<file path="config.mk">
export PLATFORM = sky130hd
export DESIGN_NAME = shift_mac_alu
export DESIGN_NICKNAME = d
export VERILOG_FILES = /design/src/rtl/word_shifter.v /design/src/rtl/frac_mac.v /design/src/rtl/shift_mac_alu.v
export VERILOG_INCLUDE_DIRS = /design/src /design/src/common
export SDC_FILE = /design/constraint.sdc
export NUM_CORES = 2
export LEC_CHECK = 0
export BUFFER_PORTS_ARGS = -buffer_cell sky130_fd_sc_hd__buf_2
export CAP_MARGIN = 20
export CELL_PAD_IN_SITES_DETAIL_PLACEMENT = 1
export CELL_PAD_IN_SITES_GLOBAL_PLACEMENT = 1
export CORE_AREA = 2 2 379 381
export DETAILED_ROUTE_END_ITERATION = 8
export DIE_AREA = 0 0 381 383
export PLACE_DENSITY = 0.52
export SLEW_MARGIN = 20
export SYNTH_ARGS = -nofsm -noshare
export SYNTH_HDL_FRONTEND = slang
export SYNTH_SLANG_ARGS = --single-unit
</file>
<file path="constraint.sdc">
create_clock -name pclk -period 10.1 [get_ports pclk]
set_clock_uncertainty 0.15 [all_clocks]
set_input_delay 2.02 -clock pclk [delete_from_list [all_inputs] [get_ports pclk]]
set_output_delay 2.02 -clock pclk [all_outputs]
set_load 0.05 [all_outputs]
</file>
<file path="src/common/alu_consts.vh">
`ifndef ALU_CONSTS_VH
`define ALU_CONSTS_VH

// instruction word fields
`define FLD_OP_HI 15
`define FLD_OP_LO 10
`define FLD_TOP5_LO 11
`define FLD_DST_HI 9
`define FLD_DST_LO 7
`define FLD_PAIR_HI 6
`define FLD_PAIR_LO 4
`define FLD_CNT_HI 3
`define FLD_CNT_LO 0

// opcodes
`define OPC_SHIMM 6'h17
`define SUB_SHIMM 3'h2
`define OPC_SHREG2 6'h1f
`define SUB_SHREG2 4'h9
`define OPC_SHREG3 6'h1d
`define SUB_SHREG3 4'h2
`define OPC_MAC 6'h1a
`define SUB_MAC 2'h0
`define OPC_MACN 6'h1b
`define SUB_MACN 2'h2
`define OPC_MDUAL 6'h19
`define OPC_MV_WR 5'h01
`define OPC_MV_WRN 5'h02
`define OPC_MV_RD 5'h05
`define OPC_MV_RDN 5'h06

// register ids: 0..3 full accumulators, 8..9 upper word only
`define ID_A 4'h0
`define ID_B 4'h1
`define ID_C 4'h2
`define ID_X0 4'h4
`define ID_Y0 4'h5
`define ID_Y1 4'h6
`define ID_NONE 4'h7
`define ID_UPPER 4'h8
`define ID_A1 4'h8
`define ID_B1 4'h9

// condition code bits
`define CC_V 1
`define CC_Z 2
`define CC_N 3
`define CC_U 4
`define CC_E 5
`define CC_L 6
`define CCR_RESET 8'h00
`define MODE_EXEC_DM 0
`define MODE_RESET 1'b0
`define ACC_RESET 36'h000000000
`define GPR_RESET 16'h0000

// interrupt events
`define EV_ILLEGAL 0
`define EV_OVF 1
`define EV_CONFLICT 2
`define EV_EXEC_DM 3
`define EV_COUNT 4
`define IRQ_RESET 4'h0

// apb byte offsets
`define OFS_MODE 8'h00
`define OFS_CCR 8'h04
`define OFS_IRQ_ST 8'h08
`define OFS_IRQ_CLR 8'h0c
`define OFS_IRQ_EN 8'h10
`define OFS_X0 8'h14
`define OFS_Y0 8'h18
`define OFS_Y1 8'h1c
`define OFS_ACC_BLK 3'h1

// every instruction form completes in this many cycles; a dual read with exec_dm_reg set is blocked and never completes
`define EXEC_CYCLES 1

`endif

</file>
<file path="src/rtl/word_shifter.v">
`timescale 1ns/1ns

module word_shifter (
   input wire [15:0] value,
   input wire [3:0] count,
   output wire [15:0] result,
   output wire result_neg,
   output wire result_zero
);

   // logical: zeros enter from the top
   assign result = value >> count;
   assign result_neg = result[15];
   assign result_zero = ~|result;

endmodule // word_shifter

</file>
<file path="src/rtl/frac_mac.v">
`timescale 1ns/1ns

module frac_mac (
   input wire [15:0] src1,
   input wire [15:0] src2,
   input wire [35:0] addend,
   input wire negate,
   output wire [35:0] sum,
   output wire overflow
);

   wire signed [31:0] prod;
   wire [31:0] frac;
   wire [35:0] ext;
   wire [35:0] term;

   assign prod = $signed(src1) * $signed(src2);
   // fractional product drops the duplicate sign bit
   assign frac = {prod[30:0], 1'b0};
   assign ext = {{4{frac[31]}}, frac};
   assign term = negate ? (36'h000000000 - ext) : ext;
   assign sum = addend + term;
   assign overflow = (addend[35] == term[35]) & (sum[35] != addend[35]);

endmodule // frac_mac

</file>
<file path="src/rtl/shift_mac_alu.v">
`timescale 1ns/1ns
`include "alu_consts.vh"

module shift_mac_alu (
   input wire pclk,
   input wire presetn,
   input wire [7:0] paddr,
   input wire psel,
   input wire penable,
   input wire pwrite,
   input wire [31:0] pwdata,
   output wire pready,
   output wire [31:0] prdata,
   output wire pslverr,
   input wire instr_valid,
   input wire [15:0] instr_word,
   input wire [15:0] mem_rd_data0,
   input wire [15:0] mem_rd_data1,
   output wire mem_wr_valid,
   output wire [15:0] mem_wr_data,
   output wire instr_done,
   output wire [7:0] cond_codes,
   output wire irq
);

   wire [15:0] rd16 [0:7];
   wire [35:0] acc_rd [0:3];

   reg exec_dm_reg;
   reg [7:0] ccr_reg;
   reg [7:0] ccr_next;
   reg [3:0] irq_st_reg;
   reg [3:0] irq_en_reg;
   wire [3:0] irq_st_next;
   reg [3:0] ev;
   reg [31:0] prdata_reg;
   reg mem_wr_valid_reg;
   reg [15:0] mem_wr_data_reg;
   reg instr_done_reg;

   reg dec_shift;
   reg dec_mac;
   reg dec_neg;
   reg dec_rd;
   reg dec_wr;
   reg dec_dual;
   reg dec_ill;
   reg cnt_imm;
   reg [3:0] dst_id;
   reg [3:0] val_id;
   reg [3:0] cnt_id;
   reg [3:0] s1_id;
   reg [3:0] s2_id;
   reg [3:0] mv_id;
   reg [3:0] rd2_id;
   reg [7:0] pq;
   reg [7:0] pd;

   reg [3:0] wen;
   reg [15:0] wid;
   reg [143:0] wval;

   reg addr_hit;
   reg [31:0] rd_word;

   wire [5:0] op;
   wire [4:0] top5;
   wire [3:0] fff_id;
   wire dual_blocked;
   wire conflict;
   wire run;
   wire dst_is_acc;
   wire [15:0] sh_val;
   wire [3:0] sh_cnt;
   wire [15:0] sh_res;
   wire sh_neg;
   wire sh_zero;
   wire [35:0] addend;
   wire [35:0] mac_sum;
   wire mac_ovf;
   wire [4:0] mac_ext;
   wire apb_setup;
   wire apb_wr;
   wire clr_wr;

   function [7:0] pair3;
      input [2:0] q;
      begin
         case (q)
            3'h0: pair3 = {`ID_Y1, `ID_X0};
            3'h1: pair3 = {`ID_Y0, `ID_X0};
            3'h2: pair3 = {`ID_Y1, `ID_Y0};
            3'h3: pair3 = {`ID_Y0, `ID_Y0};
            3'h4: pair3 = {`ID_A, `ID_Y0};
            3'h5: pair3 = {`ID_B, `ID_Y1};
            3'h6: pair3 = {`ID_C, `ID_Y0};
            default: pair3 = {`ID_C, `ID_Y1};
         endcase
      end
   endfunction

   function [7:0] pair2;
      input [1:0] q;
      begin
         case (q)
            2'h0: pair2 = {`ID_Y1, `ID_X0};
            2'h1: pair2 = {`ID_Y1, `ID_Y0};
            2'h2: pair2 = {`ID_Y0, `ID_X0};
            default: pair2 = {`ID_C, `ID_Y0};
         endcase
      end
   endfunction

   function [3:0] j_id;
      input [1:0] j;
      begin
         case (j)
            2'h0: j_id = `ID_X0;
            2'h1: j_id = `ID_Y0;
            2'h2: j_id = `ID_Y1;
            default: j_id = `ID_C;
         endcase
      end
   endfunction

   function [3:0] ggg_id;
      input [2:0] g;
      begin
         case (g)
            3'h0: ggg_id = `ID_X0;
            3'h1: ggg_id = `ID_Y1;
            3'h2: ggg_id = `ID_Y0;
            3'h3: ggg_id = `ID_A;
            3'h4: ggg_id = `ID_B;
            3'h5: ggg_id = `ID_C;
            3'h6: ggg_id = `ID_A1;
            default: ggg_id = `ID_B1;
         endcase
      end
   endfunction

   // word into accumulator form: sign extension, word, zero low portion
   function [35:0] acc_of16;
      input [15:0] d;
      begin
         acc_of16 = {{4{d[15]}}, d, 16'h0000};
      end
   endfunction

   function [35:0] wr_val;
      input [3:0] id;
      input [15:0] d;
      begin
         if (id[3:2] == 2'b00)
            wr_val = acc_of16(d);
         else
            wr_val = {20'h00000, d};
      end
   endfunction

   assign op = instr_word[`FLD_OP_HI:`FLD_OP_LO];
   assign top5 = instr_word[`FLD_OP_HI:`FLD_TOP5_LO];
   assign fff_id = {1'b0, instr_word[`FLD_DST_HI:`FLD_DST_LO]};

   always @* begin
      dec_shift = 1'b0;
      dec_mac = 1'b0;
      dec_neg = 1'b0;
      dec_rd = 1'b0;
      dec_wr = 1'b0;
      dec_dual = 1'b0;
      dec_ill = 1'b0;
      cnt_imm = 1'b0;
      dst_id = `ID_A;
      val_id = `ID_A;
      cnt_id = `ID_A;
      s1_id = `ID_X0;
      s2_id = `ID_X0;
      mv_id = `ID_X0;
      rd2_id = `ID_X0;
      pq = pair3(instr_word[`FLD_PAIR_HI:`FLD_PAIR_LO]);
      pd = pair2(instr_word[5:4]);
      if (!instr_valid) begin
         dec_ill = 1'b0;
      end else if (op == `OPC_SHIMM && instr_word[6:4] == `SUB_SHIMM) begin
         dec_shift = 1'b1;
         dst_id = fff_id;
         val_id = fff_id;
         cnt_imm = 1'b1;
      end else if (op == `OPC_SHREG2 && instr_word[3:0] == `SUB_SHREG2) begin
         dec_shift = 1'b1;
         dst_id = fff_id;
         val_id = fff_id;
         cnt_id = {1'b0, instr_word[6:4]};
         dec_ill = (cnt_id == `ID_NONE);
      end else if (op == `OPC_SHREG3 && instr_word[3:0] == `SUB_SHREG3) begin
         dec_shift = 1'b1;
         dst_id = fff_id;
         val_id = pq[7:4];
         cnt_id = pq[3:0];
      end else if ((op == `OPC_MAC && instr_word[1:0] == `SUB_MAC) ||
                   (op == `OPC_MACN && instr_word[1:0] == `SUB_MACN)) begin
         dec_mac = 1'b1;
         dec_neg = (op == `OPC_MACN);
         dst_id = fff_id;
         s1_id = {1'b0, instr_word[6:4]};
         s2_id = j_id(instr_word[3:2]);
         dec_ill = (s1_id == `ID_NONE);
      end else if (op == `OPC_MDUAL && instr_word[3] && !instr_word[1]) begin
         dec_mac = 1'b1;
         dec_dual = 1'b1;
         dst_id = instr_word[7] ? `ID_B : `ID_A;
         s1_id = pd[7:4];
         s2_id = pd[3:0];
         mv_id = instr_word[9] ? `ID_Y1 : `ID_Y0;
         rd2_id = (instr_word[9:8] == 2'b11) ? `ID_C : `ID_X0;
      end else if (instr_word[3] && (top5 == `OPC_MV_WR || top5 == `OPC_MV_WRN ||
                   top5 == `OPC_MV_RD || top5 == `OPC_MV_RDN)) begin
         dec_mac = 1'b1;
         dec_neg = (top5 == `OPC_MV_WRN || top5 == `OPC_MV_RDN);
         dst_id = instr_word[7] ? `ID_B : `ID_A;
         s1_id = pq[7:4];
         s2_id = pq[3:0];
         mv_id = ggg_id(instr_word[10:8]);
         dec_rd = top5[2];
         dec_wr = ~top5[2];
      end else begin
         dec_ill = 1'b1;
      end
      if (dst_id == `ID_NONE)
         dec_ill = 1'b1;
   end

   // dual reads cannot be honoured while fetching from data memory
   assign dual_blocked = dec_dual & exec_dm_reg & ~dec_ill;
   // a read aimed at the arithmetic destination is dropped, the alu result stands
   assign conflict = dec_rd & (mv_id[3] | ~mv_id[2]) & (mv_id[1:0] == dst_id[1:0]);
   assign run = ~dec_ill & ~dual_blocked;
   assign dst_is_acc = ~dst_id[2];

   assign sh_val = rd16[val_id[2:0]];
   assign sh_cnt = cnt_imm ? instr_word[`FLD_CNT_HI:`FLD_CNT_LO] : rd16[cnt_id[2:0]][3:0];

   word_shifter u_shift (
      .value(sh_val),
      .count(sh_cnt),
      .result(sh_res),
      .result_neg(sh_neg),
      .result_zero(sh_zero)
   );

   // word destinations join at 36 bits as sign, word, zero low portion
   assign addend = dst_is_acc ? acc_rd[dst_id[1:0]] : acc_of16(rd16[dst_id[2:0]]);

   frac_mac u_mac (
      .src1(rd16[s1_id[2:0]]),
      .src2(rd16[s2_id[2:0]]),
      .addend(addend),
      .negate(dec_neg),
      .sum(mac_sum),
      .overflow(mac_ovf)
   );

   assign mac_ext = mac_sum[35:31];

   // write ports: 0 alu, 1 first read, 2 second read, 3 software; lower port wins
   always @* begin
      wen = 4'h0;
      wid = 16'h0000;
      wval = 144'h0;
      wen[0] = run & (dec_shift | dec_mac);
      wid[3:0] = dst_id;
      if (dec_shift)
         wval[35:0] = dst_is_acc ? acc_of16(sh_res) : {20'h00000, sh_res};
      else if (dst_is_acc)
         wval[35:0] = mac_sum;
      else
         wval[35:0] = {20'h00000, mac_sum[31:16]};
      wen[1] = run & ((dec_rd & ~conflict) | dec_dual);
      wid[7:4] = mv_id;
      wval[71:36] = wr_val(mv_id, mem_rd_data0);
      wen[2] = run & dec_dual;
      wid[11:8] = rd2_id;
      wval[107:72] = wr_val(rd2_id, mem_rd_data1);
      wen[3] = apb_wr & (paddr == `OFS_X0 || paddr == `OFS_Y0 || paddr == `OFS_Y1);
      wid[15:12] = (paddr == `OFS_X0) ? `ID_X0 : ((paddr == `OFS_Y0) ? `ID_Y0 : `ID_Y1);
      wval[143:108] = {20'h00000, pwdata[15:0]};
   end

   genvar k;
   generate
      for (k = 0; k < 4; k = k + 1) begin : g_acc
         localparam [31:0] K_IDX = k;
         localparam [31:0] K_UP = `ID_UPPER + k;
         localparam [3:0] FULL_ID = K_IDX[3:0];
         localparam [3:0] UP_ID = K_UP[3:0];
         reg [35:0] val_reg;
         reg [35:0] val_next;
         integer p;
         always @* begin
            val_next = val_reg;
            for (p = 3; p >= 0; p = p - 1) begin
               if (wen[p] && wid[p*4 +: 4] == FULL_ID)
                  val_next = wval[p*36 +: 36];
               else if (wen[p] && wid[p*4 +: 4] == UP_ID)
                  val_next = {val_reg[35:32], wval[p*36 +: 16], val_reg[15:0]};
            end
         end
         always @(posedge pclk or negedge presetn) begin
            if (!presetn)
               val_reg <= `ACC_RESET;
            else
               val_reg <= val_next;
         end
         assign acc_rd[k] = val_reg;
         assign rd16[k] = val_reg[31:16];
      end
      for (k = 0; k < 3; k = k + 1) begin : g_gpr
         localparam [31:0] G_IDX = `ID_X0 + k;
         localparam [3:0] GID = G_IDX[3:0];
         reg [15:0] val_reg;
         reg [15:0] val_next;
         integer p;
         always @* begin
            val_next = val_reg;
            for (p = 3; p >= 0; p = p - 1) begin
               if (wen[p] && wid[p*4 +: 4] == GID)
                  val_next = wval[p*36 +: 16];
            end
         end
         always @(posedge pclk or negedge presetn) begin
            if (!presetn)
               val_reg <= `GPR_RESET;
            else
               val_reg <= val_next;
         end
         assign rd16[k+4] = val_reg;
      end
      for (k = 0; k < `EV_COUNT; k = k + 1) begin : g_irq
         // a new event beats a software clear in the same cycle
         assign irq_st_next[k] = ev[k] | (irq_st_reg[k] & ~(clr_wr & pwdata[k]));
      end
   endgenerate

   assign rd16[7] = 16'h0000;

   always @* begin
      ccr_next = ccr_reg;
      if (apb_wr && paddr == `OFS_CCR)
         ccr_next = pwdata[7:0];
      if (wen[0] && dec_shift) begin
         ccr_next[`CC_N] = sh_neg;
         ccr_next[`CC_Z] = sh_zero;
      end
      if (wen[0] && dec_mac) begin
         ccr_next[`CC_L] = ccr_next[`CC_L] | mac_ovf;
         ccr_next[`CC_E] = ~(&mac_ext | ~|mac_ext);
         ccr_next[`CC_U] = ~(mac_sum[31] ^ mac_sum[30]);
         ccr_next[`CC_N] = mac_sum[35];
         ccr_next[`CC_Z] = ~|mac_sum;
         ccr_next[`CC_V] = mac_ovf;
      end
   end

   always @* begin
      ev = 4'h0;
      ev[`EV_ILLEGAL] = dec_ill;
      ev[`EV_OVF] = wen[0] & dec_mac & mac_ovf;
      ev[`EV_CONFLICT] = run & conflict;
      ev[`EV_EXEC_DM] = dual_blocked;
   end

   assign apb_setup = psel & ~penable;
   assign apb_wr = psel & penable & pwrite & addr_hit;
   assign clr_wr = apb_wr & (paddr == `OFS_IRQ_CLR);

   always @* begin
      addr_hit = 1'b1;
      rd_word = 32'h00000000;
      case (paddr)
         `OFS_MODE: rd_word[`MODE_EXEC_DM] = exec_dm_reg;
         `OFS_CCR: rd_word[7:0] = ccr_reg;
         `OFS_IRQ_ST: rd_word[3:0] = irq_st_reg;
         `OFS_IRQ_CLR: rd_word = 32'h00000000;
         `OFS_IRQ_EN: rd_word[3:0] = irq_en_reg;
         `OFS_X0: rd_word[15:0] = rd16[4];
         `OFS_Y0: rd_word[15:0] = rd16[5];
         `OFS_Y1: rd_word[15:0] = rd16[6];
         default: begin
            if (paddr[7:5] == `OFS_ACC_BLK && paddr[1:0] == 2'b00) begin
               if (paddr[2])
                  rd_word[3:0] = acc_rd[paddr[4:3]][35:32];
               else
                  rd_word = acc_rd[paddr[4:3]][31:0];
            end else begin
               addr_hit = 1'b0;
            end
         end
      endcase
   end

   always @(posedge pclk or negedge presetn) begin
      if (!presetn) begin
         exec_dm_reg <= `MODE_RESET;
         ccr_reg <= `CCR_RESET;
         irq_st_reg <= `IRQ_RESET;
         irq_en_reg <= `IRQ_RESET;
         prdata_reg <= 32'h00000000;
         mem_wr_valid_reg <= 1'b0;
         mem_wr_data_reg <= 16'h0000;
         instr_done_reg <= 1'b0;
      end else begin
         if (apb_wr && paddr == `OFS_MODE)
            exec_dm_reg <= pwdata[`MODE_EXEC_DM];
         if (apb_wr && paddr == `OFS_IRQ_EN)
            irq_en_reg <= pwdata[3:0];
         // read data is captured in the setup phase so the access needs no wait
         if (apb_setup && !pwrite)
            prdata_reg <= rd_word;
         ccr_reg <= ccr_next;
         irq_st_reg <= irq_st_next;
         mem_wr_valid_reg <= run & dec_wr;
         if (run && dec_wr)
            mem_wr_data_reg <= rd16[mv_id[2:0]];
         instr_done_reg <= wen[0];
      end
   end

   assign pready = 1'b1;
   assign pslverr = psel & penable & ~addr_hit;
   assign prdata = prdata_reg;
   assign mem_wr_valid = mem_wr_valid_reg;
   assign mem_wr_data = mem_wr_data_reg;
   assign instr_done = instr_done_reg;
   assign cond_codes = ccr_reg;
   assign irq = |(irq_st_reg & irq_en_reg);

endmodule // shift_mac_alu

</file>
## After elaboration in Yosys (flattened, before gate mapping)

Cells that the tools add are included.
Widths: inputs -> output; s select.

| cells by class | value |
|---|---|
| add/subtract/negate cells | 2 |
| multipliers | 1 |
| order comparisons | 8 |
| equal/unequal tests | 95 |
| shift operators | 1 |
| mux-type cells | 188 |
| bitwise logic cells | 61 |
| reduce and logical (&&, ||, !) cells | 111 |

Operator list:

| cell | count |
|---|---|
| $mux 36 | 39 |
| $mux 16 | 23 |
| $bmux 16 s3 | 6 |
| $mux 32 | 5 |
| $bmux 36 s2 | 2 |
| $mux 3 | 34 |
| $logic_and 1x1->1 | 60 |
| $mux 1 | 53 |
| $eq 4x4->1 const B | 13 |
| $pmux 7 s7 | 1 |
| $mux 4 | 11 |
| $eq 4x3->1 const B | 10 |
| $add 36x36->36 | 1 |
| $eq 6x5->1 const B | 6 |
| $reduce_or 36->1 | 1 |
| $sub 1x32->33 const A | 1 |
| $eq 8x5->1 const B | 4 |
| $pmux 8 s4 | 1 |
| $reduce_bool 8->1 | 4 |
| $mul 16x16->31 | 1 |
| $eq 3x3->1 const B | 10 |
| $and 1x1->1 | 29 |
| $eq 4x2->1 const B | 7 |
| $mux 28 | 1 |
| other kinds (51) | 144 |

| word-level totals | value |
|---|---|
| register bits after elaboration | 259 |
| input port bits | 94 |
| output and inout port bits | 61 |

## Longest topological paths before layout

| depth | value |
|---|---|
| depth in word-level cells | 26 |
| depth in mapped cells | 58 |
| depth with buffers taken out | 53 |

## By module

Synthesis repeated with hierarchy kept, for this count alone.

| unflattened totals | value |
|---|---|
| cell total of the unflattened synthesis | 3716 |
| area total of the unflattened synthesis | 32543.7 µm² |

Modules (own cells, without submodules):

| module | times used | cells an instance | area an instance (µm²) | seq. area each (µm²) |
|---|---|---|---|---|
| shift_mac_alu | 1 | 2156 | 19374.8 | 6481.2 |
| frac_mac | 1 | 1449 | 12269.3 | 0.0 |
| word_shifter | 1 | 111 | 899.6 | 0.0 |

## Worst setup path after synthesis

OpenSTA, ideal clock, no wires.

| timing path | value |
|---|---|
| kind | input to register |
| start point | input instr_word[12] |
| end point | register ccr_reg[2] (netlist: cond_codes[2]) |
| library setup time | 83 ps |
| data arrival time | 14441 ps |
| slack | -4574 ps |
| stages on the path | 52 |
| path buffers | 5 |
| cells stage by stage | buf_2 nand4bb_4 or3_1 buf_2 o221ai_1 and3_1 clkbuf_1 buf_1 mux2i_1 a211oi_1 a21oi_1 clkbuf_1 nor2_1 fa_1 inv_1 fa_1 fa_1 inv_1 [... 16 more ...] ha_1 and4_1 nand2_1 o221ai_1 nor3_1 o21ai_0 xnor2_1 ha_1 nand4b_1 or4_1 nor4b_1 nand4bb_1 and4b_1 nand4b_1 nor4_1 and3_1 nand4_1 a31oi_1 |

| on the way | value |
|---|---|
| word-level cells in the longest chain between the ends | 23 |

Ends and longest elaborated chain:

| what | line | source |
|---|---|---|
| start: declaration | shift_mac_alu.v:16 | `input wire [15:0] instr_word,` |
| $eq 5x1->1 (no source line) or $eq 5x2->1 (tied branches) | - |  |
| $logic_or 1x1->1 (no source line) (3 in series) | - |  |
| $logic_and 1x1->1 | shift_mac_alu.v:217 | `` end else if (instr_word[3] && (top5 == `OPC_MV_WR \|\| top5 == `OPC_MV_WRN \|\| `` |
| $mux 3 | shift_mac_alu.v:217 |  |
| $mux 3 | shift_mac_alu.v:209 | `` end else if (op == `OPC_MDUAL && instr_word[3] && !instr_word[1]) begin `` |
| $mux 3 | shift_mac_alu.v:201 | `` end else if ((op == `OPC_MAC && instr_word[1:0] == `SUB_MAC) \|\| `` |
| $mux 3 | shift_mac_alu.v:196 | `` end else if (op == `OPC_SHREG3 && instr_word[3:0] == `SUB_SHREG3) begin `` |
| $mux 3 | shift_mac_alu.v:190 | `` end else if (op == `OPC_SHREG2 && instr_word[3:0] == `SUB_SHREG2) begin `` |
| [... 4 more ...] | - |  |
| $mux 16, on equally long branches (2 in series) | shift_mac_alu.v:256, shift_mac_alu.v:257 |  |
| $mul 16x16->31 | frac_mac.v:17 | `assign prod = $signed(src1) * $signed(src2);` |
| $sub 1x32->33 | frac_mac.v:21 | `assign term = negate ? (36'h000000000 - ext) : ext;` |
| $mux 36 | frac_mac.v:21 |  |
| $add 36x36->36 | frac_mac.v:22 | `assign sum = addend + term;` |
| $reduce_or 36->1 | shift_mac_alu.v:360 | `` ccr_next[`CC_Z] = ~\|mac_sum; `` |
| $logic_not 1->1 | shift_mac_alu.v:360 |  |
| $mux 6 | shift_mac_alu.v:355 | `if (wen[0] && dec_mac) begin` |
| end signal: assignment | shift_mac_alu.v:405 | `` ccr_reg <= `CCR_RESET; `` |
| end signal: assignment | shift_mac_alu.v:420 | `ccr_reg <= ccr_next;` |
| end: declaration | shift_mac_alu.v:30 | `reg [7:0] ccr_reg;` |

Several ways; a longest one is shown, not always the timed one. The select of a mux whose other input is x is not followed.
A chain may end at the register's enable or synchronous reset.

## Final worst setup path

| timing path | value |
|---|---|
| start point | input instr_word[0] |
| end point | register ccr_reg[2] (netlist: cond_codes[2]) |

| on the way | value |
|---|---|
| word-level cells in the longest chain between the ends | 19 |

Ends and longest elaborated chain:

| what | line | source |
|---|---|---|
| $eq 2x2->1 (no source line) or $logic_not 2->1 (tied branches) | - |  |
| $logic_and 1x1->1 (no source line) | - |  |
| $logic_or 1x1->1 | shift_mac_alu.v:201 |  |
| $mux 3 | shift_mac_alu.v:201 |  |
| $mux 3 | shift_mac_alu.v:196 |  |
| $mux 3 | shift_mac_alu.v:190 |  |
| $mux 3 | shift_mac_alu.v:185 | `` end else if (op == `OPC_SHIMM && instr_word[6:4] == `SUB_SHIMM) begin `` |
| $mux 3 | shift_mac_alu.v:183 | `if (!instr_valid) begin` |
| [... 2 more ...] | - |  |
| $mux 16, on equally long branches (2 in series) | shift_mac_alu.v:256, shift_mac_alu.v:257 |  |
| $mul 16x16->31 | frac_mac.v:17 |  |
| $sub 1x32->33 | frac_mac.v:21 |  |
| $mux 36 | frac_mac.v:21 |  |
| $add 36x36->36 | frac_mac.v:22 |  |
| $reduce_or 36->1 | shift_mac_alu.v:360 |  |
| $logic_not 1->1 | shift_mac_alu.v:360 |  |
| $mux 6 | shift_mac_alu.v:355 |  |

Several ways; a longest one is shown, not always the timed one. The select of a mux whose other input is x is not followed.

==> results by group <==
Status
  – Status: finished, violations left
  – Violations in the final reports: negative setup slack

Layout
  – # nets final: 5304
  – Fillers: 16800
  – Design Area, Final: 45700 um^2
  – Register area: 6480 um^2
  – Finished Layout Cells: 6772
  – Share of layout cells above drive strength 1: 33.3%
  – Multi-input gate area: 26000 um^2
  – Max reg flops: 144
  – Area Overhead vs Synth: 41.3%

Placed design
  – Instance area at placement: 41900 um^2
  – Port Buf Inserts: 137
  – Dpl hpwl: 153000 um
  – Routability cong.: 1.02
  – Cell count after placement: 6622

Global routing
  – First-pass GRT wire length: 275000 um
  – Vias in the first global route: 37180
  – Total track usage: 25.8%
  – Largest net degree at the start of global routing: 87
  – Initial antenna violation count: 7
  – GR Overflow Total: 0

Clock network
  – Num CTS Buffers: 37
  – Root Driver: clkbuf_16
  – CTS tree: built
  – CTS sink cnt: 259
  – Clock Path Buffers: 3
  – Hold-fix buffers at CTS: 0
  – Clk pin slew, worst setup/hold paths: 0.06 ns
  – H-tree depth: 2
  – Worst-Skew Late Latency: 0.61 ns

Critical path
  – Crit end category: flop
  – Slowest stage delay, CP: 0.59 ns
  – R2R depth: 44
  – CP Depth: 49
  – Bufs and invs on worst path: 9
  – Delay-heaviest family, CP: simple AND/OR/NAND/NOR gates
  – Crit path max fanout: 8
  – Crit path required time: 10.46 ns
  – Startpoint Class: input pin
  – Crit path max-delay cell type: mux4_2
  – Setup CP Type: in -> reg
  – Crit-path most repeated cell: fa_1
  – CP Data Arrival Time: 13.95 ns

Yosys
  – Post-synth EDFFs: 0
  – Largest family of logic cells by synthesized area: compound AO/OA/AOI/OAI gates
  – Post-synthesis mux area share: 8.30%
  – Xor/xnor share of the synthesized area: 2.89%
  – Synth Area in Simple Gates: 20.7%
  – Syn. warnings: 0
  – Register area share after synthesis: 20.0%
  – Async SR Flop Fraction: 100%
  – Synth Area per Inst: 8.08 um^2
  – Synth Area in Adders: 20.4%
  – Cells after Synth: 4006
  – Synthesized cell area: 32400 um^2
  – Synth unique cells: 103
  – Top_reg_cell synth: dfrtp_1
  – Compound-gate portion of the synthesized area: 20.8%
  – Syn Nets: 4473
  – Yosys reg bits: 259

Detailed routing
  – Avg WL per Cell: 28.5 um
  – Routed WL: 193000 um
  – Via density: 5.33
  – First-pass DRT Iterations: 7
  – Starting DRT DRC Count: 3236
  – Via Count: 36078
  – Number of antenna-violating nets in the routed design: 0
  – DRC Markers: 0

Worst hold path
  – Hold Crit Class: reg -> reg
  – Hold depth: 1

STA
  – Slew HR: 22.8%
  – Fin Hold WS: 0.320 ns
  – Final Hold Fails: 0
  – Least-Margin Pin Slew: 1.15 ns
  – Tmin final: 13.59 ns
  – Final setup fails: 195
  – Final setup margin: -3.49 ns
  – Final critical-path share of the clock period: 135%
  – Fmax: 73.6 MHz
  – RSZ-0062 raised after global routing: true
  – Final max-slew violation count: 0

Die
  – Die Y: 383 um
  – Core box area: 142000 um^2
  – Initial core utilization: 22.7%
  – Boundary Pins: 155
  – DIE AREA: 146000 um^2
  – Rows: 139
  – Die X: 381 um

Flow run
  – Max_cap viols: 0
[final cells by class]
cell class / instances / area share (%)
tap: 1903 / 5.21
antenna: 4 / 0.0219
sequential: 259 / 14.2
clock inverter: 12 / 0.372
multi-input combinational: 3165 / 56.9
timing repair buffer: 1037 / 18.2
clock buffer: 55 / 2.37
inverter: 337 / 2.77
[kinds of logic after synthesis]
group,count (synthesis)
AOI/OAI and AO/OA,1021
and+or+nand+nor,1453
muxes,211
DFF,259
adders and majority gates,373
buffers and inverters,583
xor gates and xnor gates,105
other,1
[cells in the mapped netlist, types with 43 or more instances]
library cell,n,area [um^2]
a21oi_1,217,1090
ha_1,116,1450
a211oi_1,99,743
a22oi_1,63,473
mux2_2,82,923
nand3_1,173,866
fa_1,257,5140
nor2b_1,51,319
mux2i_1,90,901
a31oi_1,43,269
inv_1,335,1260
xnor2_1,63,552
nand2_1,653,2450
and3_1,64,400
o21ai_0,272,1360
nor3_1,53,265
clkbuf_1,197,739
nor2_1,272,1020
a21o_1,60,450
dfrtp_1,259,6480
[timing repair]
item	4_1_cts	5_1_grt
buffers inserted	31	48
gates resized for setup	185	236
pin swaps	53	68
gates cloned	3	3
hold endpoints to repair	0	0
endpoints found under the setup margin	195	195
[stage by stage]
| step | setup TNS (ns) | setup slack, ns | utilization, % |
|---|---|---|---|
| after floorplan | -223.85 | -3.42 | - |
| after global placement | -533.36 | -4.37 | 29.4 |
| after detailed placement | -561.02 | -4.67 | 29.4 |
| after CTS | -331.21 | -3.40 | 31.2 |
| after global routing | -410.61 | -3.85 | 32.1 |
| final | -330.34 | -3.49 | 32.1 |
[placed cells by master (no fill, tap or decap), types with 37 or more instances in the layout]
cell       count
nand2b_1      37
a21oi_1      163
buf_6         48
nor3_1        42
nand2_1      630
and3_1        62
a22oi_1       61
a211oi_1      88
nor2_1       248
o21ai_0      204
mux2_2        69
ha_1          96
buf_12        41
nand3_1      165
a31oi_1       37
clkbuf_16     40
inv_1        313
nor2b_1       44
mux4_2        37
mux2i_1       86
xnor2_1       48
buf_2        130
buf_4        806
fa_1         240
a21oi_2       47
dfrtp_1      259
o21ai_1       41
a21o_1        53
[routing by layer]
layer / GRT usage [%] / wire length [um] / up-vias
li1: - / - / 15701
met1: 32.8 / 79000 / 18492
met5: 0 / 23 / -
met3: 4.03 / 12500 / 431
met4: 14.4 / 13400 / 4
met2: 41.7 / 87800 / 1450
[worst reg2reg max path, delay by kind of cell (launching register included)]
kind	cells	cell delay, ns
compound gates	11	2.24
mux	2	0.38
flops	1	0.64
fa+ha+maj	9	3.83
xor+xnor	2	0.25
buf+inv	6	0.67
simple gates	14	3.10
[path summary, 6_finish.rpt]
| check | start | slack [ns] | endpoint |
|---|---|---|---|
| worst max-delay path | instr_word[0] | -3.49 | cond_codes[2]$_DFFE_PN0P_ |
| worst min-delay path | prdata[1]$_DFFE_PN0P_ | 0.32 | prdata[1]$_DFFE_PN0P_ |
| worst max register to register | g_gpr[1].val_reg[2]$_DFFE_PN0P_ | -1.27 | cond_codes[2]$_DFFE_PN0P_ |
| worst min register to register | prdata[1]$_DFFE_PN0P_ | 0.32 | prdata[1]$_DFFE_PN0P_ |
| max in group asynchronous | presetn | 7.02 | prdata[20]$_DFFE_PN0P_ |
| min in group asynchronous | presetn | 1.29 | g_acc[1].val_reg[6]$_DFFE_PN0P_ |
Power is not shown: default switching activity piles up to over one toggle a cycle in this logic, so the estimate is an artifact.
